<file path="src/rtl/smc_pkg.sv">
// Package: constants and types of the strap and miscellaneous pin control block
package smc_pkg;

  // ****************************************
  // Register map (byte offsets on APB)
  // ****************************************
  localparam logic [7:0] REG_GPIO_OE = 8'h00;
  localparam logic [7:0] REG_GPIO_OUT = 8'h04;
  localparam logic [7:0] REG_GPIO_IN = 8'h08;
  localparam logic [7:0] REG_STRAP = 8'h0C;
  localparam logic [7:0] REG_CTRL = 8'h10;
  localparam logic [7:0] REG_EE_CMD = 8'h14;
  localparam logic [7:0] REG_EE_STAT = 8'h18;

  // ****************************************
  // Field positions
  // ****************************************
  localparam int EE_CMD_START_BIT = 8;
  localparam int EE_CMD_READ_BIT = 9;
  localparam int EE_STAT_BUSY_BIT = 0;
  localparam int EE_STAT_OFF_BIT = 1;
  localparam int EE_STAT_DATA_LSB = 8;
  localparam int CTRL_MGMT_BIT = 0;
  localparam int STRAP_ADDR_LSB = 5;
  localparam int STRAP_SEL_LSB = 8;
  localparam int STRAP_SCAN_BIT = 13;
  localparam int STRAP_DONE_BIT = 14;

  // ****************************************
  // Reset values
  // ****************************************
  localparam logic [7:0] GPIO_OE_RST = 8'h00;
  localparam logic [7:0] GPIO_OUT_RST = 8'h00;
  localparam logic CTRL_MGMT_RST = 1'b1;

  // ****************************************
  // Timing
  // ****************************************
  localparam int CLK_PERIOD_NS = 25;
  localparam int EE_HALF_NS = 500;
  localparam int EE_HALF_CYC = (EE_HALF_NS + CLK_PERIOD_NS - 1) / CLK_PERIOD_NS;
  localparam logic [1:0] STRAP_SETTLE_CYC = 2'h3;

  // ****************************************
  // Types
  // ****************************************
  typedef enum logic [1:0] {
    EE_IDLE = 2'b00,
    EE_LOW = 2'b01,
    EE_HIGH = 2'b10
  } smc_ee_st_t;

  typedef struct packed {
    logic eeprom_load_en;
    logic power_save_en;
    logic status_mode;
    logic smbus_mode;
    logic debug_mode;
  } smc_straps_t;

  typedef struct packed {
    logic ee_sda;
    logic scan_in;
    logic mfg_test;
    logic [7:0] gpio;
    logic power_save;
    logic sub_sel;
    logic smbus_sel;
    logic debug_n;
    logic [2:0] clkreq_n;
  } smc_pins_t;

  typedef struct packed {
    logic start;
    logic read;
    logic [7:0] wdata;
  } smc_ee_req_t;

  typedef struct packed {
    logic busy;
    logic [7:0] rdata;
  } smc_ee_rsp_t;

endpackage

</file>
<file path="src/rtl/smc_sync.sv">
// Two-flop synchroniser bank for pin inputs
`timescale 1ns/1ps
`default_nettype none
module smc_sync #(
  parameter int W = 1
) (
  input wire logic pclk,
  input wire logic presetn,
  input wire logic [W-1:0] din,
  output logic [W-1:0] dout
);
  typedef struct packed {
    logic [W-1:0] s1;
    logic [W-1:0] s2;
  } smc_sync_state_t;

  smc_sync_state_t q;
  smc_sync_state_t d;

  // ****************************************
  // Stage one feeds only stage two
  // ****************************************
  always_comb begin
    d.s1 = din;
    d.s2 = q.s1;
  end

  always_ff @(posedge pclk or negedge presetn) begin
    if (!presetn) begin
      q <= '0;
    end else begin
      q <= d;
    end
  end

  assign dout = q.s2;
endmodule
`default_nettype wire

</file>
<file path="src/rtl/smc_ee_serial.sv">
// Byte-wide serial shifter for the EEPROM clock and data pins
`timescale 1ns/1ps
`default_nettype none
module smc_ee_serial (
  input wire logic pclk,
  input wire logic presetn,
  input wire smc_pkg::smc_ee_req_t req,
  input wire logic sda_in,
  output smc_pkg::smc_ee_rsp_t rsp,
  output logic sclk,
  output logic sda_o,
  output logic sda_oe_n
);
  import smc_pkg::*;
  localparam int CW = $clog2(EE_HALF_CYC + 1);
  localparam logic [CW-1:0] LAST = CW'(EE_HALF_CYC - 1);

  typedef struct packed {
    smc_ee_st_t st;
    logic [CW-1:0] cnt;
    logic [2:0] bitn;
    logic read;
    logic [7:0] sh;
    logic sclk;
    logic sdo;
    logic oe_n;
  } smc_ee_state_t;

  smc_ee_state_t q;
  smc_ee_state_t d;

  // ****************************************
  // Bit timing: data changes while clock low
  // ****************************************
  always_comb begin
    d = q;
    unique case (q.st)
      EE_IDLE: begin
        if (req.start) begin
          d.st = EE_LOW;
          d.cnt = '0;
          d.bitn = '0;
          d.read = req.read;
          d.sh = req.wdata;
          d.sdo = req.wdata[7];
          d.oe_n = req.read;
          d.sclk = 1'b0;
        end
      end
      EE_LOW: begin
        if (q.cnt == LAST) begin
          d.cnt = '0;
          d.st = EE_HIGH;
          d.sclk = 1'b1;
          if (q.read) begin
            d.sh = {q.sh[6:0], sda_in};
          end
        end else begin
          d.cnt = q.cnt + 1'b1;
        end
      end
      EE_HIGH: begin
        if (q.cnt == LAST) begin
          d.cnt = '0;
          d.sclk = 1'b0;
          if (!q.read) begin
            d.sh = {q.sh[6:0], 1'b0};
          end
          if (q.bitn == 3'h7) begin
            d.st = EE_IDLE;
            d.oe_n = 1'b1;
          end else begin
            d.st = EE_LOW;
            d.bitn = q.bitn + 1'b1;
            d.sdo = q.sh[6];
          end
        end else begin
          d.cnt = q.cnt + 1'b1;
        end
      end
      default: begin
        d.st = EE_IDLE;
        d.oe_n = 1'b1;
      end
    endcase
  end

  always_ff @(posedge pclk or negedge presetn) begin
    if (!presetn) begin
      q <= '{st: EE_IDLE, cnt: '0, bitn: '0, read: 1'b0, sh: '0, sclk: 1'b0, sdo: 1'b0, oe_n: 1'b1};
    end else begin
      q <= d;
    end
  end

  assign rsp.busy = (q.st != EE_IDLE);
  assign rsp.rdata = q.sh;
  assign sclk = q.sclk;
  assign sda_o = q.sdo;
  assign sda_oe_n = q.oe_n;
endmodule
`default_nettype wire

</file>
<file path="src/rtl/smc_top.sv">
// Strap capture, miscellaneous pin control and APB register file
//
// Summary of operation
// - EEPROM data pin is sampled at init; high enables EEPROM loading.
// - After init, drive EEPROM clock and use data pin bidirectionally.
// - Scan control pin driven as zero output except in manufacturing test.
// - Each GPIO pin is input-only or bidirectional per enable register; GPIO 7 to 5 stay input while management is on, 4 to 0 in debug mode.
// - GPIO 7 to 5 give the low three management slave address bits.
// - In debug mode GPIO 4 to 0 form the debug selection code.
// - Power-save strap high enables power saving; low keeps it off.
// - Select strap low gives L1.1 substate; high gives port-status pins.
// - Protocol strap low selects I2C rules; high selects SMBus rules.
// - Debug strap low enters debug mode; high means normal operation.
// - In status mode, each shared pin reports its own port's status.
// - Released clock request stops refclk and PLL; asserted restores them.
//
// Local design decisions: the address map and the APB register port.
`timescale 1ns/1ps
`default_nettype none
module smc_top (
  input wire logic pclk,
  input wire logic presetn,
  input wire logic psel,
  input wire logic penable,
  input wire logic pwrite,
  input wire logic [7:0] paddr,
  input wire logic [31:0] pwdata,
  output logic [31:0] prdata,
  output logic pready,
  output logic pslverr,
  output logic eeprom_serial_clock,
  input wire logic eeprom_serial_data_i,
  output logic eeprom_serial_data_o,
  output logic eeprom_serial_data_oe_n,
  input wire logic scan_enable_i,
  output logic scan_enable_o,
  output logic scan_enable_oe_n,
  input wire logic mfg_test_mode,
  input wire logic [7:0] gpio_i,
  output logic [7:0] gpio_o,
  output logic [7:0] gpio_oe_n,
  input wire logic power_save_strap,
  input wire logic substate_or_status_select,
  input wire logic smbus_select_strap,
  input wire logic debug_enable_strap,
  input wire logic [2:0] clock_request_n_i,
  output logic [2:0] clock_request_n_o,
  output logic [2:0] clock_request_n_oe_n,
  input wire logic [2:0] port_status_in,
  input wire logic [2:0] core_clock_wanted,
  output smc_pkg::smc_straps_t straps,
  output logic strap_valid,
  output logic [2:0] mgmt_addr_low,
  output logic [4:0] debug_select,
  output logic [2:0] refclk_pll_on
);
  import smc_pkg::*;

  // ****************************************
  // State
  // ****************************************
  typedef struct packed {
    logic [1:0] init_cnt;
    logic init_done;
    smc_straps_t straps;
    logic [7:0] gpio_oe;
    logic [7:0] gpio_out;
    logic [7:0] gpio_in;
    logic mgmt_en;
    logic [2:0] mgmt_addr;
    logic [4:0] dbg_sel;
    logic scan_release;
    logic scan_in;
    logic [2:0] per_port_status_out;
    logic [2:0] ck_o;
    logic [2:0] ck_oe_n;
    logic [2:0] pll_on;
    logic [31:0] prdata;
    logic err;
    smc_ee_req_t ee_req;
  } smc_state_t;

  smc_state_t q;
  smc_state_t d;
  smc_pins_t pins_raw;
  smc_pins_t pins;
  smc_ee_rsp_t ee_rsp;
  logic ee_sclk;
  logic ee_sda_o;
  logic ee_sda_oe_n;
  logic setup;
  logic access_wr;
  logic [7:0] gpio_lock;

  // ****************************************
  // Pin synchronisers
  // ****************************************
  assign pins_raw.ee_sda = eeprom_serial_data_i;
  assign pins_raw.scan_in = scan_enable_i;
  assign pins_raw.mfg_test = mfg_test_mode;
  assign pins_raw.gpio = gpio_i;
  assign pins_raw.power_save = power_save_strap;
  assign pins_raw.sub_sel = substate_or_status_select;
  assign pins_raw.smbus_sel = smbus_select_strap;
  assign pins_raw.debug_n = debug_enable_strap;
  assign pins_raw.clkreq_n = clock_request_n_i;

  smc_sync #(
    .W($bits(smc_pins_t))
  ) u_sync (
    .pclk(pclk),
    .presetn(presetn),
    .din(pins_raw),
    .dout(pins)
  );

  // ****************************************
  // EEPROM serial engine
  // ****************************************
  smc_ee_serial u_ee (
    .pclk(pclk),
    .presetn(presetn),
    .req(q.ee_req),
    .sda_in(pins.ee_sda),
    .rsp(ee_rsp),
    .sclk(ee_sclk),
    .sda_o(ee_sda_o),
    .sda_oe_n(ee_sda_oe_n)
  );

  assign setup = psel & ~penable;
  assign access_wr = psel & penable & pwrite & ~q.err;

  // ****************************************
  // Next state
  // ****************************************
  always_comb begin
    d = q;
    d.ee_req.start = 1'b0;

    // Wait for the synchroniser to fill before trusting the straps
    if (!q.init_done) begin
      d.init_cnt = q.init_cnt + 1'b1;
      if (q.init_cnt == STRAP_SETTLE_CYC) begin
        d.init_done = 1'b1;
        d.straps.eeprom_load_en = pins.ee_sda;
        d.straps.power_save_en = pins.power_save;
        d.straps.status_mode = pins.sub_sel;
        d.straps.smbus_mode = pins.smbus_sel;
        d.straps.debug_mode = ~pins.debug_n;
      end
    end

    d.gpio_in = pins.gpio;
    d.scan_in = pins.scan_in;
    d.scan_release = pins.mfg_test;

    if (q.mgmt_en) begin
      d.mgmt_addr = pins.gpio[7:5];
    end else begin
      d.mgmt_addr = 3'h0;
    end

    if (q.straps.debug_mode) begin
      d.dbg_sel = pins.gpio[4:0];
    end else begin
      d.dbg_sel = 5'h00;
    end

    // Shared pins stay released until their function is known
    d.per_port_status_out = port_status_in;
    if (!q.init_done) begin
      d.ck_o = 3'h0;
      d.ck_oe_n = 3'h7;
      d.pll_on = 3'h7;
    end else if (q.straps.status_mode) begin
      d.ck_o = q.per_port_status_out;
      d.ck_oe_n = 3'h0;
      d.pll_on = 3'h7;
    end else begin
      // Open-drain request: pull low only while the core wants a clock
      d.ck_o = 3'h0;
      d.ck_oe_n = ~core_clock_wanted;
      d.pll_on = ~pins.clkreq_n;
    end

    // Read data and error are decided in the setup cycle
    if (setup) begin
      d.prdata = 32'h0000_0000;
      d.err = 1'b0;
      if (paddr == REG_GPIO_OE) begin
        d.prdata[7:0] = q.gpio_oe;
      end else if (paddr == REG_GPIO_OUT) begin
        d.prdata[7:0] = q.gpio_out;
      end else if (paddr == REG_GPIO_IN) begin
        d.prdata[7:0] = q.gpio_in;
      end else if (paddr == REG_STRAP) begin
        d.prdata[4:0] = q.straps;
        d.prdata[STRAP_ADDR_LSB +: 3] = q.mgmt_addr;
        d.prdata[STRAP_SEL_LSB +: 5] = q.dbg_sel;
        d.prdata[STRAP_SCAN_BIT] = q.scan_in;
        d.prdata[STRAP_DONE_BIT] = q.init_done;
      end else if (paddr == REG_CTRL) begin
        d.prdata[CTRL_MGMT_BIT] = q.mgmt_en;
      end else if (paddr == REG_EE_CMD) begin
        d.prdata[7:0] = q.ee_req.wdata;
        d.prdata[EE_CMD_READ_BIT] = q.ee_req.read;
      end else if (paddr == REG_EE_STAT) begin
        d.prdata[EE_STAT_BUSY_BIT] = ee_rsp.busy | q.ee_req.start;
        d.prdata[EE_STAT_OFF_BIT] = ~q.straps.eeprom_load_en;
        d.prdata[EE_STAT_DATA_LSB +: 8] = ee_rsp.rdata;
      end else begin
        d.err = 1'b1;
      end
    end

    // Writes take effect at the access edge
    if (access_wr) begin
      if (paddr == REG_GPIO_OE) begin
        d.gpio_oe = pwdata[7:0];
      end else if (paddr == REG_GPIO_OUT) begin
        d.gpio_out = pwdata[7:0];
      end else if (paddr == REG_CTRL) begin
        d.mgmt_en = pwdata[CTRL_MGMT_BIT];
      end else if (paddr == REG_EE_CMD) begin
        // A start while disabled or busy is dropped silently
        if (pwdata[EE_CMD_START_BIT] && q.init_done && q.straps.eeprom_load_en && !ee_rsp.busy) begin
          d.ee_req.start = 1'b1;
          d.ee_req.read = pwdata[EE_CMD_READ_BIT];
          d.ee_req.wdata = pwdata[7:0];
        end
      end
    end
  end

  // ****************************************
  // Registers
  // ****************************************
  always_ff @(posedge pclk or negedge presetn) begin
    if (!presetn) begin
      q <= '0;
      q.gpio_oe <= GPIO_OE_RST;
      q.gpio_out <= GPIO_OUT_RST;
      q.mgmt_en <= CTRL_MGMT_RST;
      q.ck_oe_n <= 3'h7;
      q.pll_on <= 3'h7;
    end else begin
      q <= d;
    end
  end

  // ****************************************
  // Outputs
  // ****************************************
  assign prdata = q.prdata;
  assign pready = 1'b1;
  assign pslverr = psel & penable & q.err;

  // EEPROM data pin stays released and clock stays low during strap capture
  assign eeprom_serial_clock = ee_sclk;
  assign eeprom_serial_data_o = ee_sda_o;
  assign eeprom_serial_data_oe_n = ee_sda_oe_n | ~q.init_done;

  assign scan_enable_o = 1'b0;
  assign scan_enable_oe_n = q.scan_release;

  // Address and debug pins are forced to input while they carry straps
  assign gpio_lock = {{3{q.mgmt_en}}, {5{q.straps.debug_mode}}};
  assign gpio_o = q.gpio_out;
  assign gpio_oe_n = ~(q.gpio_oe & ~gpio_lock);

  assign clock_request_n_o = q.ck_o;
  assign clock_request_n_oe_n = q.ck_oe_n;

  assign straps = q.straps;
  assign strap_valid = q.init_done;
  assign mgmt_addr_low = q.mgmt_addr;
  assign debug_select = q.dbg_sel;
  assign refclk_pll_on = q.pll_on;
endmodule
`default_nettype wire

</file>
<file path="config.mk">
export PLATFORM = sky130hd
export DESIGN_NAME = smc_top
export DESIGN_NICKNAME = d
export VERILOG_FILES = /design/src/rtl/smc_pkg.sv /design/src/rtl/smc_sync.sv /design/src/rtl/smc_ee_serial.sv /design/src/rtl/smc_top.sv
export SDC_FILE = /design/constraint.sdc
export NUM_CORES = 1
export LEC_CHECK = 0
export BUFFER_PORTS_ARGS = -buffer_cell sky130_fd_sc_hd__buf_2
export CELL_PAD_IN_SITES_DETAIL_PLACEMENT = 0
export CELL_PAD_IN_SITES_GLOBAL_PLACEMENT = 1
export CORE_MARGIN = 2
export CORE_UTILIZATION = 46
export CTS_CLUSTER_DIAMETER = 30
export CTS_CLUSTER_SIZE = 24
export DETAILED_ROUTE_END_ITERATION = 8
export PLACE_DENSITY = 0.94
export SETUP_SLACK_MARGIN = 0.02
export SYNTH_ARGS = -nofsm -noshare
export SYNTH_HDL_FRONTEND = slang
export SYNTH_HIERARCHICAL = 1
export SYNTH_SLANG_ARGS = --single-unit
</file>
<file path="constraint.sdc">
create_clock -name pclk -period 3.5 [get_ports pclk]
set_input_delay 0.875 -clock pclk [delete_from_list [all_inputs] [get_ports pclk]]
set_output_delay 0.875 -clock pclk [all_outputs]
set_load 0.01 [all_outputs]
</file>
==> flow_metrics.env, run 1 <==
export IMPL_slew_violations=0
export IMPL_numClockSinks=140
export IMPL_setup_violations_final=0
export IMPL_start_util_pct=47.0
export IMPL_dp_hpwl_um=9040
export IMPL_drt_iter0_drc=263
export IMPL_clk_pin_slew_worst_paths_ps=60
export IMPL_power_density_nw_per_um2=513
export IMPL_worstSkewPairLatency_ps=410
export IMPL_timing_slew_headroom_pct=38.5
export IMPL_synth_top_area_cell="dfrtp_1"
export IMPL_synthCells=495
export IMPL_viasPerCell=5.22
export IMPL_maxCapViolations=0
export IMPL_grt_pass1_wl_um=20500
export IMPL_hold_class="register to register"
export IMPL_synth_edff_count=0
export IMPL_finalCritPeriodShare_pct=74.2
export IMPL_cp_required_ps=3790
export IMPL_vdd_ir_drop_max_uv=347
export IMPL_hold_viol=0
export IMPL_seq_area_frac_synth_pct=56.5
export IMPL_gr_usage_all_layers_pct=18.6
export IMPL_vias=3844
export IMPL_cts_buffer_depth=2
export IMPL_cp_start_kind="primary input"
export IMPL_cp_end_kind="register"
export IMPL_syn_to_final_growth_pct=13.5
export IMPL_crit_type="primary input to register"
export IMPL_cts_hold_fix_buffers=0
export IMPL_ys_ff_latch=140
export IMPL_dr_pass1_iters=4
export IMPL_die_area_um2=14500
export IMPL_synth_area_um2=6220
export IMPL_period_needed_ps=2600
export IMPL_grt_max_degree=65
export IMPL_drc=0
export IMPL_syn_area_per_cell_um2=12.6
export IMPL_async_reset_ff_share_pct=100
export IMPL_antenna_cells=0
export IMPL_grt_setup_unrepaired="false"
export IMPL_numPortBuffers=106
export IMPL_yosysUniqueCellTypes=58
export IMPL_status="finished clean"
export IMPL_fmax_mhz=385
export IMPL_antenna_left=0
export IMPL_instances_no_fill=737
export IMPL_rows=42
export IMPL_ctsRootBufferMaster="clkbuf_16"
export IMPL_final_net_count=628
export IMPL_synthFlopType="dfrtp_1"
export IMPL_antenna_found_initial=0
export IMPL_yosys_area_top_type_share_pct=53.1
export IMPL_io_pins=147
export IMPL_synth_top_cells_by_area="dfrtp_1 53%, buf_4 8.8%, mux2_2 6.5%"
export IMPL_routed_wl_um=12700
export IMPL_cts_resized=0
export IMPL_gp_congestion=0.837
export IMPL_die_h_um=120
export IMPL_ys_warn_count=6
export IMPL_dpl_cell_count=706
export IMPL_layout_drive_gt1_share_pct=36.7
export IMPL_fp_dieW_um=120
export IMPL_cts_max_level=4
export IMPL_crit_path_max_fanout=8
export IMPL_wl_per_cell_um=17.2
export IMPL_worst_pin_slew_ps=921
export IMPL_cts_buffers=17
export IMPL_cp_arrival_ps=2890
export IMPL_grt_pass1_vias=3848
export IMPL_post_cts_buffers=0
export IMPL_cts_tree="yes"
export IMPL_core_um2=13200
export IMPL_grt_overflow=0
export IMPL_setup_tns_ps=0
export IMPL_power_leakage_uw=0.00345
export IMPL_fin_skew_ps=8.28
==> sequential cells by signal, summed over array words and instances, names as in the netlist <==
signal and cells:
q 33, u_sync/d 18, u_sync/dout 18, prdata 16, u_ee/q 11, gpio_o 8, u_ee/rsp 8, debug_select 5
straps 5, clock_request_n_o 3, clock_request_n_oe_n 3, mgmt_addr_low 3, refclk_pll_on 3, gpio_lock 1, scan_enable_oe_n 1, strap_valid 1
u_ee/sclk 1, u_ee/sda_o 1, u_ee/sda_oe_n 1
==> metal layers <==
layer | global-route usage [%] | vias to the layer above | wire (um) | share of wire (%)
li1 | - | 1766 | - | -
met1 | 24.9 | 1917 | 5580 | 44
met2 | 28.3 | 139 | 6020 | 47
met3 | 5.61 | 22 | 827 | 6.5
met4 | 7.85 | 0 | 247 | 1.9
met5 | 0 | - | 0 | 0
==> cells in the final DEF (no fill, tap or decap), types with 10 or more instances in the layout <==
| master | n |
|---|---|
| nand2b_1 | 11 |
| o21ai_0 | 10 |
| and2_1 | 10 |
| ha_1 | 10 |
| nor2b_1 | 10 |
| conb_1 | 18 |
| nand3_1 | 11 |
| clkbuf_16 | 17 |
| a22o_1 | 15 |
| mux2_2 | 36 |
| inv_1 | 10 |
| dfrtp_1 | 132 |
| nand2_1 | 24 |
| mux2i_1 | 17 |
| buf_2 | 105 |
==> path summary, 6_finish.rpt <==
| path | from | endpoint | slack (ps) | cells past startpoint |
|---|---|---|---|---|
| max | paddr[7] | gpio_o[2] | 900 | 5 |
| min | u_sync/d[15] | u_sync/dout[15] | 350 | 0 |
| max reg2reg | u_ee/q[20] | u_ee/rsp[4] | 1000 | 5 |
| min reg2reg | u_sync/d[15] | u_sync/dout[15] | 350 | 0 |
| max in group asynchronous | presetn | gpio_lock[5] | 2320 | 2 |
| min in group asynchronous | presetn | u_sync/d[16] | 410 | 1 |
==> worst max-delay path: stages <==
cell and delay, ps:
buf_2 100, or4_4 550, or3_4 400, or3_1 580, mux2_4 390
==> cell families (layout without fill, tap and decap cells) <==
| logic type | Yosys count | after routing | synth area share [%] |
|---|---|---|---|
| other | 2 | 18 | 0.121 |
| multiplexers | 61 | 61 | 11.2 |
| flip-flops | 140 | 140 | 56.5 |
| AO/OA/AOI/OAI | 73 | 73 | 9.67 |
| AND/OR/NAND/NOR | 105 | 105 | 9.65 |
| XOR/XNOR | 1 | 1 | 0.141 |
| buffers and inverters | 103 | 153 | 10.7 |
| adder cells (fa/ha/maj) | 10 | 10 | 2.01 |
==> cell type report <==
| type | count | area, um2 |
|---|---|---|
| repair buffers | 112 | 594 |
| inverters | 10 | 37.5 |
| flip-flops and latches | 140 | 3510 |
| well taps | 176 | 220 |
| fillers | 1133 | 6180 |
| multi-input cells | 268 | 2100 |
| clock inverters | 11 | 131 |
| clock buffers | 20 | 467 |
==> where the power goes <==
group          switching, uW  leakage [uW]  total [uW]  internal, uW
clock                    671      0.000286        1780          1110
sequential              20.2       0.00178        1680          1660
combinational            102       0.00138         156          54.2
total                    794       0.00345        3620          2830
==> synth_stat cells, types with 11 or more instances <==
master / number
nand2_1: 24
buf_4: 73
nand2b_1: 11
a22o_1: 15
mux2i_1: 17
mux2_2: 36
dfrtp_1: 132
nand3_1: 11
clkbuf_1: 16
==> per-stage QoR <==
stage | utilization [%] | total power (uW) | setup WS, ps | hold WS, ps | instance area [um2]
detailed placement | 48.8 | 1870 | 488 | 335 | 6460
finish | 53.3 | 3620 | 902 | 345 | 7060
floorplan | - | 1800 | 827 | 331 | 6280
CTS | 53.3 | 3670 | 924 | 347 | 7060
global placement | 48.8 | 1860 | 524 | 332 | 6460
global route | 53.3 | 3760 | 835 | 349 | 7060
Note: power is estimated with default switching activity, not from simulation.
==> run 2: changes to the inputs <==
CORE_UTILIZATION = 38   (was 46)
PLACE_DENSITY = 0.84   (was 0.94)
clock period = 2.25 ns   (was 3.5 ns; I/O delays follow)
==> run 2 against run 1 <==
Against the previous run:
- clock skew increased by 1.8 ps
- critical path depth rose by 1
- total power is 58% higher
- clock-buffer cell count is 2 higher
- cell area is 3.6% higher
- register-to-register slack worse by 880 ps
- final cell count up 8.7%
- critical path type unchanged
- largest cell class unchanged
- largest power group unchanged
==> flow_metrics.env, run 2 (same netlist as run 1, synthesis figures left out) <==
export IMPL_die_h_um=132
export IMPL_path_cells="buf_2 > or4_4 > or3_4 > or3_1 > buf_4 > mux2_4"
export IMPL_cts_max_level=4
export IMPL_cp_slowest_cell="or4_4"
export IMPL_fmax_mhz=468
export IMPL_cts_buffer_depth=2
export IMPL_finalCritPeriodShare_pct=94.9
export IMPL_antenna_cells=0
export IMPL_gr_usage_all_layers_pct=16.3
export IMPL_cts_hold_fix_buffers=0
export IMPL_hold_viol=0
export IMPL_timing_slew_headroom_pct=60.5
export IMPL_die_area_um2=17400
export IMPL_start_util_pct=39.0
export IMPL_fin_skew_ps=10.1
export IMPL_top_register="q"
export IMPL_drc=0
export IMPL_crit_family="simple AND/OR/NAND/NOR gates"
export IMPL_status="finished clean"
export IMPL_multi_input_area_um2=2100
export IMPL_vdd_ir_drop_max_uv=495
export IMPL_r2r_slack_ps=120
export IMPL_ctsRootBufferMaster="clkbuf_16"
export IMPL_worstSkewPairLatency_ps=430
export IMPL_dpl_cell_count=767
export IMPL_setup_tns_ps=0
export IMPL_seqCellArea_um2=3510
export IMPL_syn_to_final_growth_pct=17.6
export IMPL_hold_class="primary input to async pin"
export IMPL_period_needed_ps=2140
export IMPL_dp_slack_ps=-290
export IMPL_fp_dieW_um=132
export IMPL_dr_pass1_iters=4
export IMPL_dp_hpwl_um=9970
export IMPL_core_um2=15900
export IMPL_cp_start_kind="primary input"
export IMPL_crit_path_max_fanout=8
export IMPL_final_common_cell="dfrtp_1"
export IMPL_crit_type="primary input to register"
export IMPL_n_fill_cell=1452
export IMPL_grt_max_degree=47
export IMPL_gp_congestion=0.843
export IMPL_viasPerCell=4.98
export IMPL_slew_violations=0
export IMPL_grt_setup_unrepaired="false"
export IMPL_setup_violations_final=0
export IMPL_crit_path_max_incr_delay_ps=550
export IMPL_cts_buffers=17
export IMPL_cp_arrival_ps=2440
export IMPL_antenna_left=0
export IMPL_power_leakage_uw=0.00356
export IMPL_cp_required_ps=2550
export IMPL_final_net_count=651
export IMPL_drt_iter0_drc=238
export IMPL_grt_overflow=0
export IMPL_routed_wl_um=13700
export IMPL_instances_no_fill=801
export IMPL_grt_pass1_vias=4189
export IMPL_antenna_found_initial=0
export IMPL_wl_per_cell_um=17.1
export IMPL_vias=3987
export IMPL_cts_tree="yes"
export IMPL_numClockSinks=140
export IMPL_worst_pin_slew_ps=592
export IMPL_power_uw=5720
export IMPL_clk_pin_slew_worst_paths_ps=50
export IMPL_io_pins=147
export IMPL_cp_end_kind="register"
export IMPL_power_density_nw_per_um2=782
export IMPL_maxCapViolations=0
export IMPL_setup_slack_ps=114
export IMPL_final_cell_mix="131 x dfrtp_1, 105 x buf_2, 36 x mux2_2, 26 x buf_4, 24 x nand2_1"
export IMPL_largest_register_ffs=33
export IMPL_grt_pass1_wl_um=22000
export IMPL_cp_num_buf_inv=2
export IMPL_numPortBuffers=106
export IMPL_layout_drive_gt1_share_pct=39.0
export IMPL_rows=46
run 2: path summary, 6_finish.rpt:
kind,start,endpoint,cells after the start
max,paddr[7],gpio_o[1],6
min,presetn,prdata[3],1
max reg2reg,u_ee/q[21],u_ee/rsp[2],6
min reg2reg,u_sync/d[10],u_sync/dout[10],0
max in group asynchronous,presetn,u_ee/sda_oe_n,2
min in group pclk,gpio_i[0],u_sync/d[7],1
run 2: power by group:
| part | switching, uW | leakage (uW) | internal (uW) |
|---|---|---|---|
| logic | 166 | 0.00150 | 95.4 |
| registers | 30.6 | 0.00178 | 2590 |
| clock network | 1040 | 0.000283 | 1800 |
run 2: layout make-up:
cell class / count / share of cell area [%]
sequential: 140 / 48.0
timing repair buffer: 135 / 10.8
tap: 216 / 3.69
multi-input combinational: 268 / 28.7
inverter: 10 / 0.513
clock buffer: 22 / 6.34
clock inverter: 10 / 1.90
run 2: per-layer routing:
metal | global-route usage (%) | part of all wire (%) | vias up
met1 | 21.7 | 44 | 1981
met2 | 25.2 | 47 | 163
met3 | 4.23 | 6.3 | 31
met5 | 0 | 0 | -
li1 | - | - | 1812
met4 | 7.13 | 2.3 | 0
run 2: worst register-to-register path: cells and delay by family (launching register included):
family	cells	cell delay [ps]
multiplexers	1	340
AO/OA/AOI/OAI	1	380
buffers and inverters	2	300
adder cells (fa/ha/maj)	1	240
AND/OR/NAND/NOR	1	350
flip-flops	1	400
run 2: repair_timing:
item	in CTS	in global routing
gates resized for setup	0	1
buffers inserted	2	0
pin swaps	1	0
setup endpoints to repair	8	8
run 2: stage by stage:
stage	hold WS, ps	area (um2)	utilization (%)
after floorplan	267	6280	-
after global placement	334	6700	42.0
after detailed placement	336	6700	42.0
after CTS	52.9	7320	45.9
after global routing	69.7	7320	45.9
final	50.9	7320	45.9
